[config.mk]
export PLATFORM = sky130hd
export DESIGN_NAME = input_capture_control
export DESIGN_NICKNAME = d
export VERILOG_FILES = /design/src/common/capture_pkg.sv /design/src/common/capture_fifo_if.sv /design/src/hdl/capture_buffer.sv /design/src/hdl/edge_prescaler.sv /design/src/hdl/input_capture_control.sv
export VERILOG_INCLUDE_DIRS = /design/src /design/src/common
export SDC_FILE = /design/constraint.sdc
export NUM_CORES = 1
export LEC_CHECK = 0
export ABC_AREA = 1
export ABC_CLOCK_PERIOD_IN_PS = 5900
export BUFFER_PORTS_ARGS = -buffer_cell sky130_fd_sc_hd__buf_2
export CAP_MARGIN = 5
export CORE_MARGIN = 1.5
export CORE_UTILIZATION = 45
export CTS_BUF_LIST = sky130_fd_sc_hd__clkbuf_4 sky130_fd_sc_hd__clkbuf_8
export CTS_CLUSTER_SIZE = 24
export DETAILED_ROUTE_END_ITERATION = 10
export PLACE_DENSITY_LB_ADDON = 0.2
export SYNTH_ARGS = -nofsm -noshare
export SYNTH_HDL_FRONTEND = slang
export SYNTH_SLANG_ARGS = --single-unit
[constraint.sdc]
create_clock -name CORE_CLK_IN -period 5.9 [get_ports CORE_CLK_IN]
set_input_delay 0.885 -clock CORE_CLK_IN [delete_from_list [all_inputs] [get_ports CORE_CLK_IN]]
set_output_delay 0.885 -clock CORE_CLK_IN [all_outputs]
set_load 0.05 [all_outputs]
[src/common/capture_params.svh]
// offsets, field positions, reset values and counts for the capture channel
`ifndef CAPTURE_PARAMS_SVH
`define CAPTURE_PARAMS_SVH
`define ADDR_CONTROL 4'h0
`define ADDR_BUFFER 4'h1
`define ADDR_STATUS 4'h2
`define ADDR_IRQ_EN 4'h3
`define ADDR_IRQ_CLR 4'h4
`define ADDR_TIMEBASE 4'h5
`define CTL_IDLE_STOP 13
`define CTL_TSEL_HI 12
`define CTL_TSEL_LO 10
`define CTL_CPI_HI 6
`define CTL_CPI_LO 5
`define CTL_OVF 4
`define CTL_BNE 3
`define CTL_MODE_HI 2
`define CTL_MODE_LO 0
`define CTL_WRITE_MASK 16'h3C67
`define CTL_RESET 16'h0000
`define PRESCALE_4 5'h04
`define PRESCALE_16 5'h10
`define STAT_CAPTURE 0
`define STAT_OVERFLOW 1
`define STAT_WAKE 2
`define STAT_BAD_TB 3
`define IRQ_BITS 4
`endif

[src/common/capture_pkg.sv]
// types shared by the capture channel modules
package capture_pkg;
  typedef enum logic [2:0] {
    MODE_OFF = 3'h0,
    MODE_ANY_EDGE = 3'h1,
    MODE_FALL = 3'h2,
    MODE_RISE = 3'h3,
    MODE_RISE4 = 3'h4,
    MODE_RISE16 = 3'h5,
    MODE_DISABLED = 3'h6,
    MODE_WAKE = 3'h7
  } capture_mode_t;
  typedef enum logic [2:0] {
    TB_T3 = 3'h0,
    TB_T2 = 3'h1,
    TB_T4 = 3'h2,
    TB_T5 = 3'h3,
    TB_T1 = 3'h4,
    TB_RES5 = 3'h5,
    TB_RES6 = 3'h6,
    TB_PERIPH = 3'h7
  } timebase_sel_t;
endpackage

[src/common/capture_fifo_if.sv]
// push/pop carrier between channel core and capture buffer
interface capture_fifo_if #(parameter int WIDTH = 16);
  logic push;
  logic [WIDTH-1:0] push_data;
  logic pop;
  logic [WIDTH-1:0] pop_data;
  logic nonempty;
  logic full;
  modport core (output push, push_data, pop, input pop_data, nonempty, full);
  modport buffer (input push, push_data, pop, output pop_data, nonempty, full);
endinterface

[src/hdl/capture_buffer.sv]
// small capture buffer memory with registered read data
module capture_buffer #(
  parameter int DEPTH = 4,
  parameter int WIDTH = 16
) (
  input wire logic clk_in,
  input wire logic rst_n_in,
  capture_fifo_if.buffer fifo
);
  localparam int AW = $clog2(DEPTH);
  logic [WIDTH-1:0] mem_q [DEPTH]; // storage words
  logic [AW-1:0] wr_q; // write pointer
  logic [AW-1:0] rd_q; // read pointer
  logic [AW:0] cnt_q; // fill count
  logic [WIDTH-1:0] out_q; // registered oldest word
  logic do_push;
  logic do_pop;
  // a push into a full buffer is dropped unless a pop frees a slot in the same cycle; the core flags overflow
  assign do_push = fifo.push && (!fifo.full || fifo.pop);
  assign do_pop = fifo.pop && (cnt_q != '0);
  assign fifo.nonempty = (cnt_q != '0);
  assign fifo.full = (cnt_q == (AW+1)'(DEPTH));
  assign fifo.pop_data = out_q;
  // storage has no reset; only pointers and count carry control state
  always_ff @(posedge clk_in) begin
    if (do_push) begin
      mem_q[wr_q] <= fifo.push_data;
    end
  end
  // pointers and count
  always_ff @(posedge clk_in or negedge rst_n_in) begin
    if (!rst_n_in) begin
      wr_q <= '0;
      rd_q <= '0;
      cnt_q <= '0;
    end else begin
      if (do_push) begin
        wr_q <= (wr_q == AW'(DEPTH-1)) ? '0 : wr_q + AW'(1);
      end
      if (do_pop) begin
        rd_q <= (rd_q == AW'(DEPTH-1)) ? '0 : rd_q + AW'(1);
      end
      cnt_q <= cnt_q + (AW+1)'(do_push) - (AW+1)'(do_pop);
    end
  end
  // read data register, loaded on a pop with the oldest word
  always_ff @(posedge clk_in or negedge rst_n_in) begin
    if (!rst_n_in) begin
      out_q <= '0;
    end else if (do_pop) begin
      out_q <= mem_q[rd_q];
    end
  end
endmodule // capture_buffer

[src/hdl/edge_prescaler.sv]
// edge detection and prescale counting for the capture pin
`include "capture_params.svh"
module edge_prescaler
  import capture_pkg::*;
(
  input wire logic clk_in,
  input wire logic rst_n_in,
  input wire logic pin_in,
  input wire logic run_in,
  input capture_mode_t mode_in,
  output logic event_out,
  output logic rise_out
);
  logic pin_q; // previous pin level
  logic [4:0] pre_q; // rising edge prescale counter
  logic rise;
  logic fall;
  assign rise = pin_in && !pin_q;
  assign fall = !pin_in && pin_q;
  assign rise_out = rise;
  // pin history
  always_ff @(posedge clk_in or negedge rst_n_in) begin
    if (!rst_n_in) begin
      pin_q <= 1'b0;
    end else begin
      pin_q <= pin_in;
    end
  end
  // prescaler restarts whenever the channel is not running a prescaled mode
  always_ff @(posedge clk_in or negedge rst_n_in) begin
    if (!rst_n_in) begin
      pre_q <= '0;
    end else if (!run_in || (mode_in != MODE_RISE4 && mode_in != MODE_RISE16)) begin
      pre_q <= '0;
    end else if (rise) begin
      if (pre_q == ((mode_in == MODE_RISE4) ? `PRESCALE_4 : `PRESCALE_16) - 5'h01) begin
        pre_q <= '0;
      end else begin
        pre_q <= pre_q + 5'h01;
      end
    end
  end
  // capture event decode per mode
  always_comb begin
    event_out = 1'b0;
    if (run_in) begin
      case (mode_in)
        MODE_ANY_EDGE: event_out = rise || fall;
        MODE_FALL: event_out = fall;
        MODE_RISE: event_out = rise;
        MODE_RISE4: event_out = rise && (pre_q == `PRESCALE_4 - 5'h01);
        MODE_RISE16: event_out = rise && (pre_q == `PRESCALE_16 - 5'h01);
        default: event_out = 1'b0;
      endcase
    end
  end
endmodule // edge_prescaler

[src/hdl/input_capture_control.sv]
// input capture channel: control register, timebase select, buffer, interrupt
//
// The implementer's own choices: the register offsets and the plain strobed port.
`include "capture_params.svh"
// Summary of operation
// - idle-stop bit halts channel during CPU idle
// - timebase select field picks capture clock source
// - timer1 timebase only valid when synchronous
// - captures-per-interrupt sets interrupt rate one to four
// - rate ignored in any-edge and wake modes
// - overflow flag read-only, set on buffer overflow
// - not-empty flag shows unread captures remain
// - wake mode: rising-edge interrupt in sleep/idle only
// - mode 110 disables channel
// - mode 101 captures every 16th rising edge
// - mode 100 captures every 4th rising edge
// - mode 011 captures every rising edge
// - mode 010 captures every falling edge
// - mode 001 captures on both edges
// - mode 000 switches channel off
// - unimplemented control bits read as zero
// - status flags hardware driven, zero at reset
module input_capture_control
  import capture_pkg::*;
#(
  parameter int DEPTH = 4,
  parameter int TB_WIDTH = 16
) (
  // clock and reset
  input wire logic CORE_CLK_IN,
  input wire logic RESETN_IN,
  // register port
  input wire logic [3:0] ADDR_IN,
  input wire logic [15:0] WDATA_IN,
  input wire logic WR_IN,
  input wire logic RD_IN,
  output logic [15:0] RDATA_OUT,
  // capture pin and cpu power state
  input wire logic CAPTURE_PIN_IN,
  input wire logic CPU_IDLE_IN,
  input wire logic CPU_SLEEP_IN,
  // timebase values
  input wire logic [TB_WIDTH-1:0] TIMEBASE1_IN,
  input wire logic TIMEBASE1_SYNC_IN,
  input wire logic [TB_WIDTH-1:0] TIMEBASE2_IN,
  input wire logic [TB_WIDTH-1:0] TIMEBASE3_IN,
  input wire logic [TB_WIDTH-1:0] TIMEBASE4_IN,
  input wire logic [TB_WIDTH-1:0] TIMEBASE5_IN,
  // interrupt
  output logic IRQ_OUT
);
  logic [15:0] ctl_q; // software-written control bits
  logic ovf_q; // buffer overflow flag
  logic [1:0] cpi_cnt_q; // captures since last interrupt
  logic [TB_WIDTH-1:0] tb_run_q; // free-running peripheral clock count
  logic [`IRQ_BITS-1:0] stat_q; // sticky event status
  logic [`IRQ_BITS-1:0] irq_en_q; // interrupt enables
  logic [15:0] rdata_q; // read data register
  logic irq_q; // interrupt output register
  logic pop_pend_q; // buffer pop issued last cycle; data now valid
  capture_mode_t mode;
  timebase_sel_t tsel;
  logic [1:0] cpi;
  logic run; // channel active this cycle
  logic tb_ok; // timebase choice is usable
  logic [TB_WIDTH-1:0] tb_value; // selected timebase
  logic cap_event; // qualifying capture edge
  logic pin_rise;
  logic wake_event;
  logic rate_hit; // interrupt due from rate counter
  logic wr_ctl;
  logic rd_buf;
  logic [`IRQ_BITS-1:0] stat_set;
  logic [`IRQ_BITS-1:0] stat_clr;
  logic [15:0] ctl_view;
  capture_fifo_if #(.WIDTH(TB_WIDTH)) fifo ();

  assign mode = capture_mode_t'(ctl_q[`CTL_MODE_HI:`CTL_MODE_LO]);
  assign tsel = timebase_sel_t'(ctl_q[`CTL_TSEL_HI:`CTL_TSEL_LO]);
  assign cpi = ctl_q[`CTL_CPI_HI:`CTL_CPI_LO];
  assign wr_ctl = WR_IN && (ADDR_IN == `ADDR_CONTROL);
  assign rd_buf = RD_IN && (ADDR_IN == `ADDR_BUFFER);

  // timebase mux; reserved codes and an unsynchronised timer1 give no source
  always_comb begin
    tb_value = '0;
    tb_ok = 1'b1;
    case (tsel)
      TB_PERIPH: tb_value = tb_run_q;
      TB_T1: begin
        tb_value = TIMEBASE1_IN;
        tb_ok = TIMEBASE1_SYNC_IN;
      end
      TB_T5: tb_value = TIMEBASE5_IN;
      TB_T4: tb_value = TIMEBASE4_IN;
      TB_T2: tb_value = TIMEBASE2_IN;
      TB_T3: tb_value = TIMEBASE3_IN;
      default: tb_ok = 1'b0; // reserved
    endcase
  end

  // channel runs unless halted in idle, in sleep, in wake mode or without a valid source
  assign run = tb_ok && !(ctl_q[`CTL_IDLE_STOP] && CPU_IDLE_IN)
    && !CPU_SLEEP_IN && mode != MODE_WAKE;

  edge_prescaler u_edge (
    .clk_in(CORE_CLK_IN),
    .rst_n_in(RESETN_IN),
    .pin_in(CAPTURE_PIN_IN),
    .run_in(run),
    .mode_in(mode),
    .event_out(cap_event),
    .rise_out(pin_rise)
  );

  capture_buffer #(.DEPTH(DEPTH), .WIDTH(TB_WIDTH)) u_buf (
    .clk_in(CORE_CLK_IN),
    .rst_n_in(RESETN_IN),
    .fifo(fifo)
  );

  // wake mode ignores every other control bit, rising edges only
  assign wake_event = (mode == MODE_WAKE) && pin_rise && (CPU_SLEEP_IN || CPU_IDLE_IN);

  // push the timebase on each capture; a read pops the oldest entry
  assign fifo.push = cap_event;
  assign fifo.push_data = tb_value;
  assign fifo.pop = rd_buf;

  // rate counter hit: every n-th capture, or every capture where ignored
  assign rate_hit = cap_event && ((mode == MODE_ANY_EDGE) || (cpi_cnt_q == cpi));

  // peripheral clock count used as the fast timebase
  always_ff @(posedge CORE_CLK_IN or negedge RESETN_IN) begin
    if (!RESETN_IN) begin
      tb_run_q <= '0;
    end else begin
      tb_run_q <= tb_run_q + TB_WIDTH'(1);
    end
  end

  // control register; only writable fields are kept
  always_ff @(posedge CORE_CLK_IN or negedge RESETN_IN) begin
    if (!RESETN_IN) begin
      ctl_q <= `CTL_RESET;
    end else if (wr_ctl) begin
      ctl_q <= WDATA_IN & `CTL_WRITE_MASK;
    end
  end

  // captures-per-interrupt counter; restarts on any control write, or in off and disabled modes
  always_ff @(posedge CORE_CLK_IN or negedge RESETN_IN) begin
    if (!RESETN_IN) begin
      cpi_cnt_q <= 2'h0;
    end else if (wr_ctl || mode == MODE_OFF || mode == MODE_DISABLED) begin
      cpi_cnt_q <= 2'h0;
    end else if (cap_event) begin
      cpi_cnt_q <= (cpi_cnt_q == cpi) ? 2'h0 : cpi_cnt_q + 2'h1;
    end
  end

  // overflow: set when a capture meets a full buffer; cleared once drained
  always_ff @(posedge CORE_CLK_IN or negedge RESETN_IN) begin
    if (!RESETN_IN) begin
      ovf_q <= 1'b0;
    end else if (cap_event && fifo.full && !rd_buf) begin
      ovf_q <= 1'b1;
    end else if (!fifo.nonempty || mode == MODE_OFF) begin
      ovf_q <= 1'b0;
    end
  end

  // sticky status; set wins over a clear in the same cycle
  assign stat_set[`STAT_CAPTURE] = rate_hit;
  assign stat_set[`STAT_OVERFLOW] = cap_event && fifo.full && !rd_buf;
  assign stat_set[`STAT_WAKE] = wake_event;
  assign stat_set[`STAT_BAD_TB] = !tb_ok && mode != MODE_OFF && mode != MODE_WAKE;
  assign stat_clr = (WR_IN && ADDR_IN == `ADDR_IRQ_CLR) ? WDATA_IN[`IRQ_BITS-1:0] : '0;
  always_ff @(posedge CORE_CLK_IN or negedge RESETN_IN) begin
    if (!RESETN_IN) begin
      stat_q <= '0;
    end else begin
      stat_q <= (stat_q & ~stat_clr) | stat_set;
    end
  end

  // interrupt enable register
  always_ff @(posedge CORE_CLK_IN or negedge RESETN_IN) begin
    if (!RESETN_IN) begin
      irq_en_q <= '0;
    end else if (WR_IN && ADDR_IN == `ADDR_IRQ_EN) begin
      irq_en_q <= WDATA_IN[`IRQ_BITS-1:0];
    end
  end

  // level interrupt, registered so the pin comes from a flop
  always_ff @(posedge CORE_CLK_IN or negedge RESETN_IN) begin
    if (!RESETN_IN) begin
      irq_q <= 1'b0;
    end else begin
      irq_q <= |(((stat_q & ~stat_clr) | stat_set) & irq_en_q);
    end
  end
  assign IRQ_OUT = irq_q;

  // control view with live hardware flags
  always_comb begin
    ctl_view = ctl_q;
    // the flag clears a cycle after the buffer drains; hide it in that gap
    ctl_view[`CTL_OVF] = ovf_q && fifo.nonempty;
    ctl_view[`CTL_BNE] = fifo.nonempty;
  end

  // buffer pop data appear one cycle after the read, from the buffer register
  always_ff @(posedge CORE_CLK_IN or negedge RESETN_IN) begin
    if (!RESETN_IN) begin
      pop_pend_q <= 1'b0;
    end else begin
      pop_pend_q <= rd_buf && fifo.nonempty;
    end
  end

  // read mux; unmapped addresses return zero
  always_ff @(posedge CORE_CLK_IN or negedge RESETN_IN) begin
    if (!RESETN_IN) begin
      rdata_q <= '0;
    end else if (RD_IN) begin
      case (ADDR_IN)
        `ADDR_CONTROL: rdata_q <= ctl_view;
        `ADDR_STATUS: rdata_q <= 16'(stat_q);
        `ADDR_IRQ_EN: rdata_q <= 16'(irq_en_q);
        `ADDR_TIMEBASE: rdata_q <= 16'(tb_value);
        default: rdata_q <= '0;
      endcase
    end else begin
      rdata_q <= '0;
    end
  end

  // buffer word bypasses the mux: the buffer register already holds it
  always_comb begin
    RDATA_OUT = rdata_q;
    if (pop_pend_q) begin
      RDATA_OUT = 16'(fifo.pop_data);
    end
  end
endmodule // input_capture_control

# After elaboration in Yosys (flattened, before gate mapping)

Memories as Yosys holds them, arrays and structs flattened. A register that Yosys moved wholly into a read port is not among the register bits.
Index checks and enable logic that the tools add are counted.

Register bits after elaboration: 67
Latch bits: 0
Memory bits (writable): 64
Memory bits (read-only): 0
Bits of input ports: 108
Output and inout port bits: 17
Word-level logic and storage cells: 126
Memories kept: 1

Add/sub/neg operators: 8
Multipliers: 0
Div/mod/pow operators: 0
Magnitude comparators: 0
Eq/ne operators: 27
Shifts and indexed selects: 0
Muxes and demuxes: 21
Bitwise gates (word level): 4
Reduce and logical (&&, ||, !) cells: 51

Memory list:

| name        | words | width | read ports | clocked after Yosys merged registers in | wr ports | line                 | RTL |
|---|---|---|---|---|---|---|---|
| u_buf.mem_q | 4     | 16    | 1          | 1                                       | 1        | capture_buffer.sv:11 | `logic [WIDTH-1:0] mem_q [DEPTH];` |

Operator list:

| operator                                       | count |
|---|---|
| one-hot mux 16 bit (6 select lines)            | 1 |
| one-hot mux 16 bit (4 select lines)            | 1 |
| 2-to-1 mux 16 bit                              | 2 |
| logical AND 1 bit                              | 23 |
| == test 3 bit (second input constant)          | 7 |
| 2-to-1 mux 5 bit                               | 4 |
| adder 16 x 1 -> 16 bit (second input constant) | 1 |
| == test 3 x 2 -> 1 bit (second input constant) | 4 |
| zero test 1 bit                                | 10 |
| 2-to-1 mux 2 bit                               | 5 |
| != test 3 bit (second input constant)          | 3 |
| bitwise AND 4 bit                              | 2 |
| == test 4 x 2 -> 1 bit (second input constant) | 2 |
| == test 4 x 3 -> 1 bit (second input constant) | 2 |
| logical OR 1 bit                               | 8 |
| adder 2 x 1 -> 2 bit (second input constant)   | 3 |
| == test 3 x 1 -> 1 bit (second input constant) | 2 |
| zero test 3 bit                                | 2 |
| nonzero test 2 bit                             | 3 |
| nonzero test 3 bit                             | 2 |
| adder 5 x 1 -> 5 bit (second input constant)   | 1 |
| == test 5 x 2 -> 1 bit (second input constant) | 1 |
| == test 5 x 4 -> 1 bit (second input constant) | 1 |
| == test 5 bit                                  | 1 |
| other kinds (15)                               | 20 |

# Depth between registers and ports, before layout

Depth in word-level cells: 12
Mapped depth: 14
Mapped depth without buffers: 14

# Modules after synthesis

From an unflattened synthesis, not the netlist that was laid out.

Cell total of the unflattened synthesis: 931
Area total of the unflattened synthesis: 7785.0 sq um

Modules (own cells, without submodules):

| module                | times used | cells an instance | area each (sq um) |
|---|---|---|---|
| capture_buffer        | 1          | 370               | 3791.1 |
| input_capture_control | 1          | 495               | 3534.6 |
| edge_prescaler        | 1          | 66                | 459.2 |

# Worst setup path before layout

No wires, ideal clock.

Kind: input port to flip-flop
From: input port ADDR_IN[3]
To: register u_buf.cnt_q[2]
Arrival: 2.721 ns
Required time: 5.771 ns
Slack: 3.050 ns
Stages on the path: 10
Cell sequence: nor2_2 inv_1 nor4_4 buf_2 ha_1 inv_1 ha_1 fa_1 xnor2_1 xor2_1

Elaborated cells on any way between the ends: 7
Those cells by class: 2 x add/sub; 1 x eq/ne; 4 x reduce/logical

RTL lines:

| item                             | line                        | RTL |
|---|---|---|
| from (decl)                      | input_capture_control.sv:33 | `input wire logic [3:0] ADDR_IN,` |
| == test 4 x 1 -> 1 bit (no line) | --                          |  |
| logical AND 1 bit                | input_capture_control.sv:82 | `` assign rd_buf = RD_IN && (ADDR_IN == `ADDR_BUFFER); `` |
| logical AND 1 bit                | capture_buffer.sv:20        | `assign do_pop = fifo.pop && (cnt_q != '0);` |
| net u_buf.do_pop                 | capture_buffer.sv:17        | `logic do_pop;` |
| subtractor 3 x 1 -> 3 bit        | capture_buffer.sv:43        | `cnt_q <= cnt_q + (AW+1)'(do_push) - (AW+1)'(do_pop);` |
| to (signal assigned)             | capture_buffer.sv:43        |  |
| to (decl)                        | capture_buffer.sv:14        | `logic [AW:0] cnt_q;` |

The timed path passes the listed nets, and every way through them passes these cells.
A chain may end at the register's enable or synchronous reset.

# Worst setup path after layout

From: register ctl_q[10]
To: memory u_buf.mem_q[3][4], enable pin

Word-level cells in the longest chain between the ends: 10
Elaborated cells on any way between the ends: 15
Those cells by class: 5 x eq/ne; 4 x mux; 6 x reduce/logical

RTL lines:

| item                                           | line                         | RTL |
|---|---|---|
| from (decl)                                    | input_capture_control.sv:52  | `logic [15:0] ctl_q;` |
| from (signal assigned)                         | input_capture_control.sv:145 | `` ctl_q <= `CTL_RESET; `` |
| from (signal assigned)                         | input_capture_control.sv:147 | `` ctl_q <= WDATA_IN & `CTL_WRITE_MASK; `` |
| == test 3 x 1 -> 1 bit (tied with other cells) | input_capture_control.sv:88  | `case (tsel)` |
| OR reduction 5 bit (no line)                   | --                           |  |
| one-hot mux 1 bit (2 select lines) *           | input_capture_control.sv:88  |  |
| logical AND 1 bit * (3 in a row)               | input_capture_control.sv:103 | `` assign run = tb_ok && !(ctl_q[`CTL_IDLE_STOP] && CPU_IDLE_IN) `` |
| 2-to-1 mux 1 bit *                             | edge_prescaler.sv:46         | `if (run_in) begin` |
| logical AND 1 bit *                            | capture_buffer.sv:19         | `assign do_push = fifo.push && (!fifo.full \|\| fifo.pop);` |
| net u_buf.do_push                              | capture_buffer.sv:16         | `logic do_push;` |
| 2-to-1 mux 1 bit *                             | capture_buffer.sv:26         | `if (do_push) begin` |
| 2-to-1 mux 1 bit (implied by the code) *       | capture_buffer.sv:27         | `mem_q[wr_q] <= fifo.push_data;` |
| to (decl)                                      | capture_buffer.sv:11         |  |

Mark *: on every way through the listed nets, which the timed path passes. The rest lies on a longest branch.

==> impl_metrics.py <==
metrics = {
    "sta": {
        "rsz0062_at_grt": "false",
        "tns_ns": 0,
        "fmax_mhz": 307,
        "finClkSkew_ns": 0.0166,
        "setup_viol": 0,
        "postLayoutSetupSlackWorst_ns": 2.64,
        "slew_viol_final": 0,
        "fin_crit_sh_pct": 55.2,
        "hold_slack_ns": 0.344,
        "finalHoldViolations": 0,
        "worstMarginPinSlew_ns": 1.04,
        "fin_crit_ns": 3.26,
        "slew_headroom_pct": 30.6,
    },
    "yosys": {
        "yosysMostFrequentCell": "inv_1",
        "syn_area_per_cell_um2": 9.38,
        "synth_fa_ha_area_share_pct": 2.23,
        "synth_top_flop_cell": "dfrtp_1",
        "synth_top_area_cell": "dfrtp_1",
        "ys_async_sr_fraction_pct": 56.5,
        "synthXorXnorAreaFrac_pct": 2.35,
        "ys_types": 44,
        "synth_fp_nets": 875,
        "synth_area_leaders": "dfrtp_1 (29%), edfxtp_1 (27%), o21ai_0 (5.9%), inv_1 (5.0%), nor2_1 (4.6%)",
        "syn_inst": 755,
        "synth-seq-cells": 147,
        "yosysTopAreaCellShare_pct": 29.3,
        "synth-edff-count": 64,
        "synth-compound-area-share_pct": 13.0,
        "synth.area.mux_share_pct": 0.477,
        "syn_area_um2": 7080,
        "yosys_warnings": 0,
        "yosys.area_share.simple_pct": 18.4,
        "ys_seq_area_share_pct": 56.4,
        "synth_common_cells": "inv_1 (94), nor2_1 (86), dfrtp_1 (83), o21ai_0 (83), nand2_1 (82)",
        "synth_top_family_by_area": "simple AND/OR/NAND/NOR gates",
    },
    "detailed_routing": {
        "drt-total-wl_um": 16700,
        "vias": 5495,
        "drcViolationCount": 0,
        "drtIter0Drc": 348,
        "antenna_left": 0,
        "first_pass_iters": 4,
        "vias_per_cell": 5.04,
        "wire_per_inst_um": 15.3,
    },
    "clock_tree": {
        "ctsHoldBuffers": 0,
        "cts_root_buf": "clkbuf_8",
        "cts_setup_buffers": 0,
        "clock_latency_ns": 0.44,
        "cts_made_buffers": 17,
        "cts.repair.resized": 0,
        "cts_max_path_buffers": 2,
        "numClockSinks": 147,
        "cts_tree": "yes",
        "cts_max_level": 4,
        "clk_pin_slew_worst_paths_ns": 0.08,
    },
    "floorplan": {
        "die_area_um2": 16500,
        "start_util_pct": 46.3,
        "die_h_um": 128,
        "io_pins": 125,
        "rows": 45,
        "die_w_um": 128,
        "core_area_um2": 15300,
    },
    "setup_path": {
        "crit_path_start_kind": "register",
        "reg2reg_from": "ctl_q[10]$_DFFE_PN0P_",
        "worstRegToRegCells": 11,
        "required_ns": 5.95,
        "worstSetupPathType": "register to register",
        "r2r_setup_slack_ns": 2.64,
        "crit_arrival_ns": 3.31,
        "endpoint_kind": "register",
        "crit_fanout": 17,
        "r2r-end": "u_buf.mem_q[3][4]$_DFFE_PP_",
    },
    "global_routing": {
        "grt-ovfl-total": 0,
        "grt_usage_pct": 21.5,
        "antenna_found_initial": 0,
        "grt_pass1_wl_um": 26900,
        "grt_pass1_vias": 5304,
        "grt_max_degree": 60,
    },
    "final_layout": {
        "final-seq-area_um2": 4000,
        "diodes": 0,
        "nNetsFinal": 987,
        "design_area_um2": 8250,
        "multiInputGateArea_um2": 2590,
        "synthToLayoutAreaGrowth_pct": 16.4,
        "layout-drive-gt1-share_pct": 21.3,
        "final.fill_count": 1444,
    },
    "placement": {
        "port_buffers": 118,
        "dp_slack_ns": 2.62,
        "dpl.hpwl_um": 11900,
        "gp_congestion": 0.840,
        "placed_cell_area_um2": 7850,
    },
    "power_and_ir_drop": {
        "peakVddDrop_uv": 136,
        "total_power_mw": 2.87,
        "powerDensity_nw_per_um2": 347,
        "leakage_nw": 3.66,
    },
    "outcome": {
        "status": "completed",
    },
    "run": {
        "maxCapViolations": 0,
    },
    "hold_path": {
        "min_path_type": "input port to async pin",
    },
}
==> registers in the layout, indices dropped and copies added (netlist names) <==
name                 cells
u_buf.wr_q               2
ovf_q                    1
u_edge.pre_q             5
cpi_cnt_q                2
u_buf.cnt_q              3
u_buf.fifo.pop_data     16
IRQ_OUT                  1
u_buf.rd_q               2
pop_pend_q               1
u_buf.mem_q             64
irq_en_q                 4
ctl_q                    9
stat_q                   4
u_edge.pin_q             1
tb_run_q                16
rdata_q                 16
==> critical path: stages (launching register included) <==
cell and delay [ns]:
dfrtp_1 0.59, nor2_4 0.46, nand2_2 0.11, inv_4 0.18, nand2_1 0.09, nand2_2 0.09, nand2_2 0.10, nor2_4 0.14
nand2_4 0.10, nor2_8 0.13, inv_2 0.08, nor2_2 0.77
==> metrics by stage <==
stage / cells / util [%]
2_1_floorplan: 755 / -
3_3_place_gp: 1059 / 51.3
3_5_place_dp: 1059 / 51.3
4_1_cts: 1091 / 53.9
5_1_grt: 1091 / 53.9
6_report: 1091 / 53.9
==> cell families after synthesis <==
family / count (synthesis)
simple gates: 276
buf+inv: 129
compound gates: 169
xor+xnor: 19
fa+ha+maj: 12
flops: 147
mux: 3
==> worst max-delay path by stage <==
stage	end	startpoint	cells after the start	slack (ns)
floorplan	u_buf.cnt_q[2]$_DFF_PN0_	ADDR_IN[3]	10	3.05
global route	u_buf.mem_q[0][11]$_DFFE_PP_	ctl_q[10]$_DFFE_PN0P_	11	2.40
CTS	u_buf.mem_q[3][4]$_DFFE_PP_	ctl_q[10]$_DFFE_PN0P_	11	2.61
finish	u_buf.mem_q[3][4]$_DFFE_PP_	ctl_q[10]$_DFFE_PN0P_	11	2.64
detailed placement	u_buf.mem_q[3][10]$_DFFE_PP_	ctl_q[10]$_DFFE_PN0P_	11	2.62
global placement	u_buf.mem_q[3][10]$_DFFE_PP_	ctl_q[10]$_DFFE_PN0P_	11	2.67
==> routing by layer <==
metal	wire length, µm	global-route usage [%]	vias up
met3	959	4.07	12
met2	7910	35.2	146
li1	-	-	2787
met5	0	0	-
met1	7590	28.8	2550
met4	192	7.93	0
==> final cells by class <==
| class | count | area share, % |
|---|---|---|
| sequential | 147 | 48.5 |
| multi-input combinational | 479 | 31.4 |
| timing repair buffer | 122 | 7.55 |
| inverter | 100 | 4.58 |
| clock buffer | 22 | 3.52 |
| tap | 211 | 3.20 |
| clock inverter | 10 | 1.32 |
==> report_power, final <==
group | internal, mW | switching [mW] | total [mW]
logic | 0.240 | 0.517 | 0.757
registers | 1.23 | 0.0955 | 1.33
clock network | 0.416 | 0.364 | 0.780
total | 1.89 | 0.976 | 2.87
==> layout by cell type (no fill, tap or decap), types with 3 or more instances in the layout <==
master and count:
nor3_1 6, nor3_2 3, edfxtp_1 64, a21oi_1 41, o31ai_1 3, nand2_1 82, nor2_4 3, o21ai_1 7
nand3_1 55, o21ai_0 83, inv_2 5, a22oi_1 7, clkinv_2 5, ha_1 11, o2111ai_1 3, clkbuf_8 20
mux2_2 3, xnor2_1 8, buf_2 117, buf_4 5, dfrtp_1 83, o22ai_1 18, nand4_1 18, nor2_1 86
inv_1 94, xor2_1 11, nor2_2 7, nand2_2 5
Power figures use the tool's default switching activity.
